[config.mk]
export PLATFORM = sky130hd
export DESIGN_NAME = dram_mode_reg_mpr_dll_off
export DESIGN_NICKNAME = d
export VERILOG_FILES = /design/src/hw/dram_mode_pkg.sv /design/src/hw/latency_pipe.sv /design/src/hw/dram_mode_reg_mpr_dll_off.sv
export SDC_FILE = /design/constraint.sdc
export NUM_CORES = 1
export LEC_CHECK = 0
export ABC_AREA = 1
export BUFFER_PORTS_ARGS = -buffer_cell sky130_fd_sc_hd__buf_2
export CORE_ASPECT_RATIO = 0.7
export CORE_UTILIZATION = 55
export DETAILED_ROUTE_END_ITERATION = 7
export PLACE_DENSITY = 0.74
export SETUP_SLACK_MARGIN = 0.4
export SLEW_MARGIN = 10
export SYNTH_ARGS = -nofsm -noshare
export SYNTH_HDL_FRONTEND = slang
export SYNTH_SLANG_ARGS = --single-unit
[constraint.sdc]
create_clock -name clk -period 5.3 [get_ports clk]
set_input_delay 1.06 -clock clk [delete_from_list [all_inputs] [get_ports clk]]
set_output_delay 1.06 -clock clk [all_outputs]
set_load 0.05 [all_outputs]
[src/hw/dram_mode_pkg.sv]
/*
 * Shared constants and types for the mode-register, calibration readout
 * and DLL-off latency block of a DDR3-class memory device.
 * Assumes a single 200 MHz core clock and synchronous active-high reset.
 */
package dram_mode_pkg;

    // Command pins as sampled from the controller
    typedef struct packed {
        logic        cs_n;
        logic        ras_n;
        logic        cas_n;
        logic        we_n;
        logic [2:0]  ba;
        logic [12:0] addr;
    } cmd_pins_t;

    localparam int ADDR_W = 13;
    localparam int LAT_W = 5;
    localparam int LAT_DEPTH = 32;

    // Bank-address codes of the mode register set command
    localparam logic [2:0] BA_MR0 = 3'h0;
    localparam logic [2:0] BA_MR1 = 3'h1;
    localparam logic [2:0] BA_MR2 = 3'h2;
    localparam logic [2:0] BA_MR3 = 3'h3;

    // Field positions, MR1
    localparam int MR1_DLL_OFF_BIT = 0;
    localparam int MR1_AL_LSB = 3;
    localparam int MR1_WR_LEVEL_BIT = 7;

    // Field positions, MR2
    localparam int MR2_PASR_LSB = 0;
    localparam int MR2_CWL_LSB = 3;
    localparam int MR2_ASR_BIT = 6;
    localparam int MR2_SRT_BIT = 7;
    localparam int MR2_RTT_WR_LSB = 9;

    // Field positions, MR3
    localparam int MR3_SEL_LSB = 0;
    localparam int MR3_MPR_EN_BIT = 2;

    // Additive latency selector codes
    localparam logic [1:0] AL_OFF = 2'h0;
    localparam logic [1:0] AL_CL_MINUS1 = 2'h1;
    localparam logic [1:0] AL_CL_MINUS2 = 2'h2;

    // Write column latency code zero stands for this many cycles
    localparam logic [3:0] CWL_BASE = 4'h5;

    // Only latency pair guaranteed with the DLL switched off
    localparam logic [3:0] DLL_OFF_CL = 4'h6;
    localparam logic [3:0] DLL_OFF_CWL = 4'h6;

    // Write burst of eight beats lasts four clocks on the bus
    localparam logic [2:0] WR_BURST_CYCLES = 3'h4;

    // Reset values of the stored fields
    localparam logic [1:0] RST_AL_SEL = 2'h0;
    localparam logic [2:0] RST_CWL_SEL = 3'h0;
    localparam logic [1:0] RST_RTT_WR = 2'h0;
    localparam logic [2:0] RST_PASR = 3'h0;
    localparam logic [1:0] RST_MPR_SEL = 2'h0;

endpackage

[src/hw/latency_pipe.sv]
/*
 * Delay line that reproduces a one-cycle event a programmable number of
 * cycles later; overlapping events in flight are all kept.
 * Assumes delay is stable in the cycle fire is high.
 */
`timescale 1ns/1ps
module latency_pipe #(
    parameter int DEPTH = 32,
    parameter int DW = 5
) (
    input wire logic clk,
    input wire logic rst,
    input wire logic fire,
    input wire logic [DW-1:0] delay,
    output logic out
);

    logic [DEPTH-1:0] sr_q;
    logic [DEPTH-1:0] sr_d;

    // A delay of zero is served as one cycle
    genvar i;
    generate
        for (i = 0; i < DEPTH; i++) begin : g_tap
            // Int compare so the top tap never aliases a zero delay
            localparam int TAP = i + 1;
            logic hit;
            assign hit = fire && ((int'(delay) == TAP) || (i == 0 && delay == '0));
            if (i == DEPTH - 1) begin : g_top
                assign sr_d[i] = hit;
            end else begin : g_mid
                assign sr_d[i] = sr_q[i+1] | hit;
            end
        end
    endgenerate

    always_ff @(posedge clk) begin
        if (rst) begin
            sr_q <= '0;
        end else begin
            sr_q <= sr_d;
        end
    end

    assign out = sr_q[0];

endmodule

[src/hw/dram_mode_reg_mpr_dll_off.sv]
/*
 * Device-side mode register decode for MR1..MR3: write latency, self
 * refresh rate, dynamic write termination, calibration readout and
 * DLL-off read timing, with read and write event timing.
 * Assumes the controller pins arrive asynchronously and are sampled on
 * clk; the CAS latency comes from same-clock logic holding MR0.
 */
// Summary of operation
// - Write column latency comes from MR2 address bits A3 to A5.
// - Total write latency is additive latency plus write column latency, whole cycles.
// - With A6 set, thermal sensor picks refresh rate and A7 is ignored.
// - With A6 clear, A7 picks normal or extended range refresh rate.
// - MR2 A9 and A10 set dynamic write termination, switched during writes.
// - In write leveling only nominal termination applies, never dynamic one.
// - All four strobes low, BA1 BA0 high, BA2 low writes MR3.
// - Pattern select in MR3 is ignored while readout mode is off.
// - In readout mode every read returns the calibration pattern, not array.
// - Reset still works while calibration readout mode is enabled.
// - Chip select low with other strobes high is a no-operation.
// - Chip select high ignores all command inputs; ongoing work continues.
// - MR1 A0 set enters DLL-off mode until written back to zero.
// - DLL-off mode supports only CAS latency six with write column latency six.
// - DLL-off read strobe timing starts one cycle before AL plus CL.
// - All four strobes low, BA1 high, BA0 BA2 low writes MR2.
`timescale 1ns/1ps
module dram_mode_reg_mpr_dll_off #(
    parameter int LAT_DEPTH = dram_mode_pkg::LAT_DEPTH
) (
    input wire logic clk,
    input wire logic rst,
    input wire logic cke,
    input wire logic cs_n,
    input wire logic ras_n,
    input wire logic cas_n,
    input wire logic we_n,
    input wire logic [2:0] ba,
    input wire logic [12:0] addr,
    input wire logic [3:0] cas_latency,
    input wire logic thermal_hot,
    output logic [3:0] cwl,
    output logic [4:0] write_latency,
    output logic [4:0] read_latency,
    output logic [1:0] additive_sel,
    output logic dll_off,
    output logic write_leveling,
    output logic asr_en,
    output logic refresh_ext_rate,
    output logic [2:0] pasr,
    output logic [1:0] rtt_wr,
    output logic dyn_odt_on,
    output logic mpr_en,
    output logic [1:0] mpr_sel,
    output logic latency_unsupported,
    output logic write_data_start,
    output logic array_read_start,
    output logic mpr_read_start
);

    // Block state apart from the latency timer shift registers, both synchroniser stages included
    typedef struct packed {
        dram_mode_pkg::cmd_pins_t pins_meta;
        dram_mode_pkg::cmd_pins_t pins_sync;
        logic cke_meta;
        logic cke_sync;
        logic hot_meta;
        logic hot_sync;
        logic dll_off;
        logic [1:0] al_sel;
        logic wr_level;
        logic [2:0] pasr;
        logic [2:0] cwl_sel;
        logic asr;
        logic srt;
        logic [1:0] rtt_wr;
        logic mpr_en;
        logic [1:0] mpr_sel;
        logic [3:0] cwl;
        logic [4:0] wl;
        logic [4:0] rl;
        logic [4:0] rd_delay;
        logic ext_rate;
        logic unsupported;
        logic [2:0] odt_cnt;
        logic dyn_odt;
    } state_t;

    state_t state_q;
    state_t state_d;

    dram_mode_pkg::cmd_pins_t pins_in;
    logic cmd_mrs;
    logic cmd_read;
    logic cmd_write;
    logic rd_fire_array;
    logic rd_fire_mpr;
    logic wr_fire;
    logic wr_start;
    logic arr_start;
    logic mpr_start;
    logic [4:0] al_cycles;
    logic [3:0] cl_q;

    assign pins_in.cs_n = cs_n;
    assign pins_in.ras_n = ras_n;
    assign pins_in.cas_n = cas_n;
    assign pins_in.we_n = we_n;
    assign pins_in.ba = ba;
    assign pins_in.addr = addr;

    ////////////////////////////////////////////////////////////////////////
    // Command decode on the synchronised pins
    // Taken only with clock enable high and chip select low

    always_comb begin
        cmd_mrs = 1'b0;
        cmd_read = 1'b0;
        cmd_write = 1'b0;
        if (state_q.cke_sync && !state_q.pins_sync.cs_n) begin
            unique case ({state_q.pins_sync.ras_n, state_q.pins_sync.cas_n,
                          state_q.pins_sync.we_n})
                3'h0: cmd_mrs = 1'b1;
                3'h5: cmd_read = 1'b1;
                3'h4: cmd_write = 1'b1;
                default: begin
                end
            endcase
        end
    end

    assign rd_fire_mpr = cmd_read && state_q.mpr_en;
    assign rd_fire_array = cmd_read && !state_q.mpr_en;
    // Writes are dropped in readout mode so the array cannot be disturbed
    assign wr_fire = cmd_write && !state_q.mpr_en;

    // A CAS latency change reaches the read delay two cycles later
    // CAS latency is taken from same-clock logic; no sync needed
    assign cl_q = cas_latency;

    ////////////////////////////////////////////////////////////////////////
    // Next-state logic
    // A command driven in cycle c decodes in c+2; fields follow in c+3,
    // cwl and rl in c+4, wl and rd_delay in c+5, so timed reads and writes should
    // wait three cycles after a mode write

    always_comb begin
        state_d = state_q;
        // Only the second stage of each synchroniser feeds logic
        state_d.pins_meta = pins_in;
        state_d.pins_sync = state_q.pins_meta;
        state_d.cke_meta = cke;
        state_d.cke_sync = state_q.cke_meta;
        state_d.hot_meta = thermal_hot;
        state_d.hot_sync = state_q.hot_meta;

        if (cmd_mrs) begin
            unique case (state_q.pins_sync.ba)
                dram_mode_pkg::BA_MR1: begin
                    state_d.dll_off =
                        state_q.pins_sync.addr[dram_mode_pkg::MR1_DLL_OFF_BIT];
                    state_d.al_sel =
                        state_q.pins_sync.addr[dram_mode_pkg::MR1_AL_LSB +: 2];
                    state_d.wr_level =
                        state_q.pins_sync.addr[dram_mode_pkg::MR1_WR_LEVEL_BIT];
                end
                dram_mode_pkg::BA_MR2: begin
                    state_d.pasr =
                        state_q.pins_sync.addr[dram_mode_pkg::MR2_PASR_LSB +: 3];
                    state_d.cwl_sel =
                        state_q.pins_sync.addr[dram_mode_pkg::MR2_CWL_LSB +: 3];
                    state_d.asr =
                        state_q.pins_sync.addr[dram_mode_pkg::MR2_ASR_BIT];
                    state_d.srt =
                        state_q.pins_sync.addr[dram_mode_pkg::MR2_SRT_BIT];
                    state_d.rtt_wr =
                        state_q.pins_sync.addr[dram_mode_pkg::MR2_RTT_WR_LSB +: 2];
                end
                dram_mode_pkg::BA_MR3: begin
                    state_d.mpr_en =
                        state_q.pins_sync.addr[dram_mode_pkg::MR3_MPR_EN_BIT];
                    if (state_q.pins_sync.addr[dram_mode_pkg::MR3_MPR_EN_BIT]) begin
                        state_d.mpr_sel =
                            state_q.pins_sync.addr[dram_mode_pkg::MR3_SEL_LSB +: 2];
                    end else begin
                        state_d.mpr_sel = 2'h0;
                    end
                end
                // MR0 and unused bank codes leave every field alone
                default: begin
                end
            endcase
        end

        state_d.cwl = dram_mode_pkg::CWL_BASE + {1'b0, state_q.cwl_sel};
        state_d.wl = al_cycles + {1'b0, state_q.cwl};
        state_d.rl = al_cycles + {1'b0, cl_q};
        // A zero latency is left as is rather than wrapping
        // one cycle early without DLL
        if (state_q.dll_off && state_q.rl != 5'h0) begin
            state_d.rd_delay = state_q.rl - 5'h1;
        end else begin
            state_d.rd_delay = state_q.rl;
        end

        if (state_q.asr) begin
            state_d.ext_rate = state_q.hot_sync;
        end else begin
            state_d.ext_rate = state_q.srt;
        end

        // only CL6 and CWL6 without DLL
        state_d.unsupported = state_q.dll_off &&
            (cl_q != dram_mode_pkg::DLL_OFF_CL || state_q.cwl != dram_mode_pkg::DLL_OFF_CWL);

        // Burst of eight assumed; a chopped burst closes the window late
        // termination switched per write burst
        if (wr_start) begin
            state_d.odt_cnt = dram_mode_pkg::WR_BURST_CYCLES;
        end else if (state_q.odt_cnt != 3'h0) begin
            state_d.odt_cnt = state_q.odt_cnt - 3'h1;
        end
        state_d.dyn_odt = (state_d.odt_cnt != 3'h0) && (state_q.rtt_wr != 2'h0)
                          && !state_q.wr_level;
    end

    always_comb begin
        unique case (state_q.al_sel)
            dram_mode_pkg::AL_CL_MINUS1: al_cycles = {1'b0, cl_q} - 5'h1;
            dram_mode_pkg::AL_CL_MINUS2: al_cycles = {1'b0, cl_q} - 5'h2;
            // Reserved code is treated as no additive latency
            default: al_cycles = 5'h0;
        endcase
    end

    ////////////////////////////////////////////////////////////////////////
    // State register

    always_ff @(posedge clk) begin
        // Synchronised chip select resets high, reading as deselect
        // reset honoured in readout mode
        if (rst) begin
            state_q <= '0;
            state_q.pins_meta.cs_n <= 1'b1;
            state_q.pins_sync.cs_n <= 1'b1;
            state_q.al_sel <= dram_mode_pkg::RST_AL_SEL;
            state_q.cwl_sel <= dram_mode_pkg::RST_CWL_SEL;
            state_q.rtt_wr <= dram_mode_pkg::RST_RTT_WR;
            state_q.pasr <= dram_mode_pkg::RST_PASR;
            state_q.mpr_sel <= dram_mode_pkg::RST_MPR_SEL;
            state_q.cwl <= dram_mode_pkg::CWL_BASE;
        end else begin
            state_q <= state_d;
        end
    end

    ////////////////////////////////////////////////////////////////////////
    // Latency timers; reads and writes may overlap in flight
    // Depth must be at least the largest AL plus CL or CWL; a longer delay
    // would be lost without any warning

    latency_pipe #(
        .DEPTH(LAT_DEPTH),
        .DW(dram_mode_pkg::LAT_W)
    ) u_wr_pipe (
        .clk(clk),
        .rst(rst),
        .fire(wr_fire),
        .delay(state_q.wl),
        .out(wr_start)
    );

    latency_pipe #(
        .DEPTH(LAT_DEPTH),
        .DW(dram_mode_pkg::LAT_W)
    ) u_rd_pipe (
        .clk(clk),
        .rst(rst),
        .fire(rd_fire_array),
        .delay(state_q.rd_delay),
        .out(arr_start)
    );

    latency_pipe #(
        .DEPTH(LAT_DEPTH),
        .DW(dram_mode_pkg::LAT_W)
    ) u_mpr_pipe (
        .clk(clk),
        .rst(rst),
        .fire(rd_fire_mpr),
        .delay(state_q.rd_delay),
        .out(mpr_start)
    );

    ////////////////////////////////////////////////////////////////////////
    // Outputs

    // Mode fields and latencies
    assign cwl = state_q.cwl;
    assign write_latency = state_q.wl;
    assign read_latency = state_q.rl;
    assign additive_sel = state_q.al_sel;
    assign dll_off = state_q.dll_off;
    assign write_leveling = state_q.wr_level;
    assign asr_en = state_q.asr;
    assign refresh_ext_rate = state_q.ext_rate;
    assign pasr = state_q.pasr;
    // Termination, readout and unsupported latency flag
    assign rtt_wr = state_q.rtt_wr;
    assign dyn_odt_on = state_q.dyn_odt;
    assign mpr_en = state_q.mpr_en;
    assign mpr_sel = state_q.mpr_sel;
    assign latency_unsupported = state_q.unsupported;

    // Event pulses, one cycle each, straight from the timer taps
    assign write_data_start = wr_start;
    assign array_read_start = arr_start;
    assign mpr_read_start = mpr_start;

endmodule

==> reports/results.txt <==
status = finished, final reports clean
1st-iter DRT viols = 326
CTS hold repair buffers = 0
clock buffer count from CTS = 17
Die Wd = 138 µm
simple-gate share of the synthesized area = 22.6%
post-synthesis adder-cell area fraction = 3.73%
Fin. Hold Viols = 0
Reg clk slew, reported paths = 0.07 ns
final setup vio count = 0
Max-Cap Viols = 0
routed length per instance = 11.8 µm
nets = 997
Vias/cell = 4.75
Slew HR = 22.3%
Routed WL = 13.3 mm
Min Clock Period, post-route = 3.01 ns
Syn Nets = 974
Final Cycle Share = 56.7%
worst hold path class = flip-flop to flip-flop
RSZ-0062 raised after global routing = false
IO Count = 61
core area = 0.0125 mm²
clk root buf = clkbuf_16
skew final = 0.0110 ns
startpoint class of the critical path = input pin
most common library cells after synthesis = 178 x inv_1, 173 x dfxtp_1, 162 x nand2_1
final slew viol count = 0
Final Wtd Congestion = 0.871
PwrDens = 346 mW/mm²
crit end category = flip-flop
largest family of logic cells by synthesized area = simple AND/OR/NAND/NOR gates
HPWL after DPL = 8.80 mm
CTS resizes = 0
Max Buffers Root-to-Sink = 2
layout cells sized above 1 = 15.5%
initial core utilization = 56.9%
ant diodes = 0
CP Max Fanout = 72
overall routing resource usage = 21.7%
post-route setup TNS = 0 ns
Post-synth ARST share = 0%
first-pass GRT wire length = 22.7 mm
Worst EP arrival = 3.32 ns
kind of critical path = input pin to flip-flop
Via Count = 5336
sequential element share of the synthesized area = 48.7%
CTS tree = built
Layout area overhead = 9.84%
Post-CTS Setup Inserts = 0
share of the synthesized area in the top cell type = 48.7%
initial antenna violation count = 0
Least-Margin Pin Slew = 1.16 ns
Yosys Warn Count = 0
fmax = 0.333 GHz
Leak = 0.00324 µW
Worst VDD drop = 0.231 mV
Mapped Cells = 926
Post-Route Utilization = 62.4%
Synth Area in Compound Gates = 9.78%
Remaining Overflow, GRT = 0
Worst-Skew Late Latency = 0.43 ns
IO Port Bufs = 57
Post-synth EDFFs = 0
FF+latch count, synth = 173
largest cells by area after synthesis = dfxtp_1 49%, inv_1 9.4%, nand2_1 8.6%
pin count of the biggest net entering global routing = 73
Synth Area in XOR/XNOR = 0%
Worst EP required = 5.61 ns
count leader, synth = inv_1
Avg Cell Area, Syn = 7.68 µm²
H-tree levels = 4
DR pass1 iterations = 5
vias in the first global route = 4847
synthesized cell area = 0.00711 mm²
DRC violations left = 0
Synth area leader = dfxtp_1
commonest register cell after synthesis = dfxtp_1
remaining antenna violation count = 0
Sink Count = 173
DIE HEIGHT = 97.1 µm
die area = 0.0134 mm²
post-synthesis mux area share = 0%
count of different cell masters after synthesis = 32
site row count = 34
## path summary, 6_finish.rpt
| kind | startpoint | slack (ns) | cells after the start | to |
|---|---|---|---|---|
| hold / removal | state_d[53]$_SDFF_PP0_ | 0.40 | 2 | state_q[53]$_SDFF_PP0_ |
| hold reg to reg | state_d[53]$_SDFF_PP0_ | 0.40 | 2 | state_q[53]$_SDFF_PP0_ |
| setup / recovery | rst | 2.29 | 4 | u_rd_pipe.sr_q[30]$_SDFF_PP0_ |
| setup reg to reg | additive_sel[0]$_SDFFE_PP0P_ | 3.10 | 9 | write_latency[3]$_SDFF_PP0_ |
## critical path: stages
cell	delay (ns)
buf_4	0.58
clkinv_1	1.11
nand4_1	0.44
nor2_1	0.08
## cell usage in the layout, fill, tap and decap left out, types with 2 or more instances in the layout
master	instances
nand2_2	7
inv_1	178
o21ai_0	8
inv_8	6
nor2_2	3
nand2_1	162
nor2_1	141
fa_1	2
buf_2	56
inv_6	5
ha_1	18
nor3_4	2
a21oi_1	67
nand3_1	41
clkinv_4	3
buf_4	4
o21ai_1	2
a21oi_2	33
inv_2	4
nand3b_1	2
nand3_2	4
clkinv_1	2
clkbuf_16	17
nand4_1	2
dfxtp_1	173
nor3_1	10
or2_2	3
## cell families after synthesis
group,Yosys count
AOI/OAI and AO/OA,113
adders and majority gates,20
buffers and inverters,240
DFF,173
and+or+nand+nor,380
## registers in the layout, indices dropped and copies added, names as in the netlist, 4 cells and up
register,flops
write_latency,5
u_rd_pipe.sr_q,31
cwl,4
state_q,31
state_d,19
read_latency,5
u_mpr_pipe.sr_q,31
u_wr_pipe.sr_q,31
## through the flow
| step | hold slack [ns] | area [µm²] | setup slack, ns | total power, µW | instances |
|---|---|---|---|---|---|
| 2_1_floorplan | 0.388 | 7110 | 2.61 | 1480 | 926 |
| 3_3_place_gp | 0.390 | 7230 | 1.85 | 1510 | 1092 |
| 3_5_place_dp | 0.393 | 7230 | 1.83 | 1510 | 1092 |
| 4_1_cts | 0.402 | 7810 | 2.28 | 2720 | 1124 |
| 5_1_grt | 0.422 | 7810 | 2.04 | 2800 | 1124 |
| 6_report | 0.399 | 7810 | 2.29 | 2700 | 1124 |
## per-layer routing
layer  share of wire, %  vias up  track usage, %
li1                   -     2817               -
met5                  0        -               0
met2                 40      122            30.7
met4                1.4        0            7.78
met1                 52     2382            31.7
met3                5.6       15            5.16
## final cells by class
cell class | instances | area (µm²)
Fill cell | 1085 | 4700
Multi-Input combinational cell | 513 | 2570
Clock buffer | 18 | 439
Timing Repair Buffer | 60 | 310
Clock inverter | 14 | 138
Sequential cell | 173 | 3460
Tap cell | 162 | 203
Inverter | 184 | 691
## power by group
group,switching [µW],internal [µW]
registers,14.0,1320
logic,99.1,46.7
clock network,574,641
total,687,2010
(Power assumes the default switching activity.)
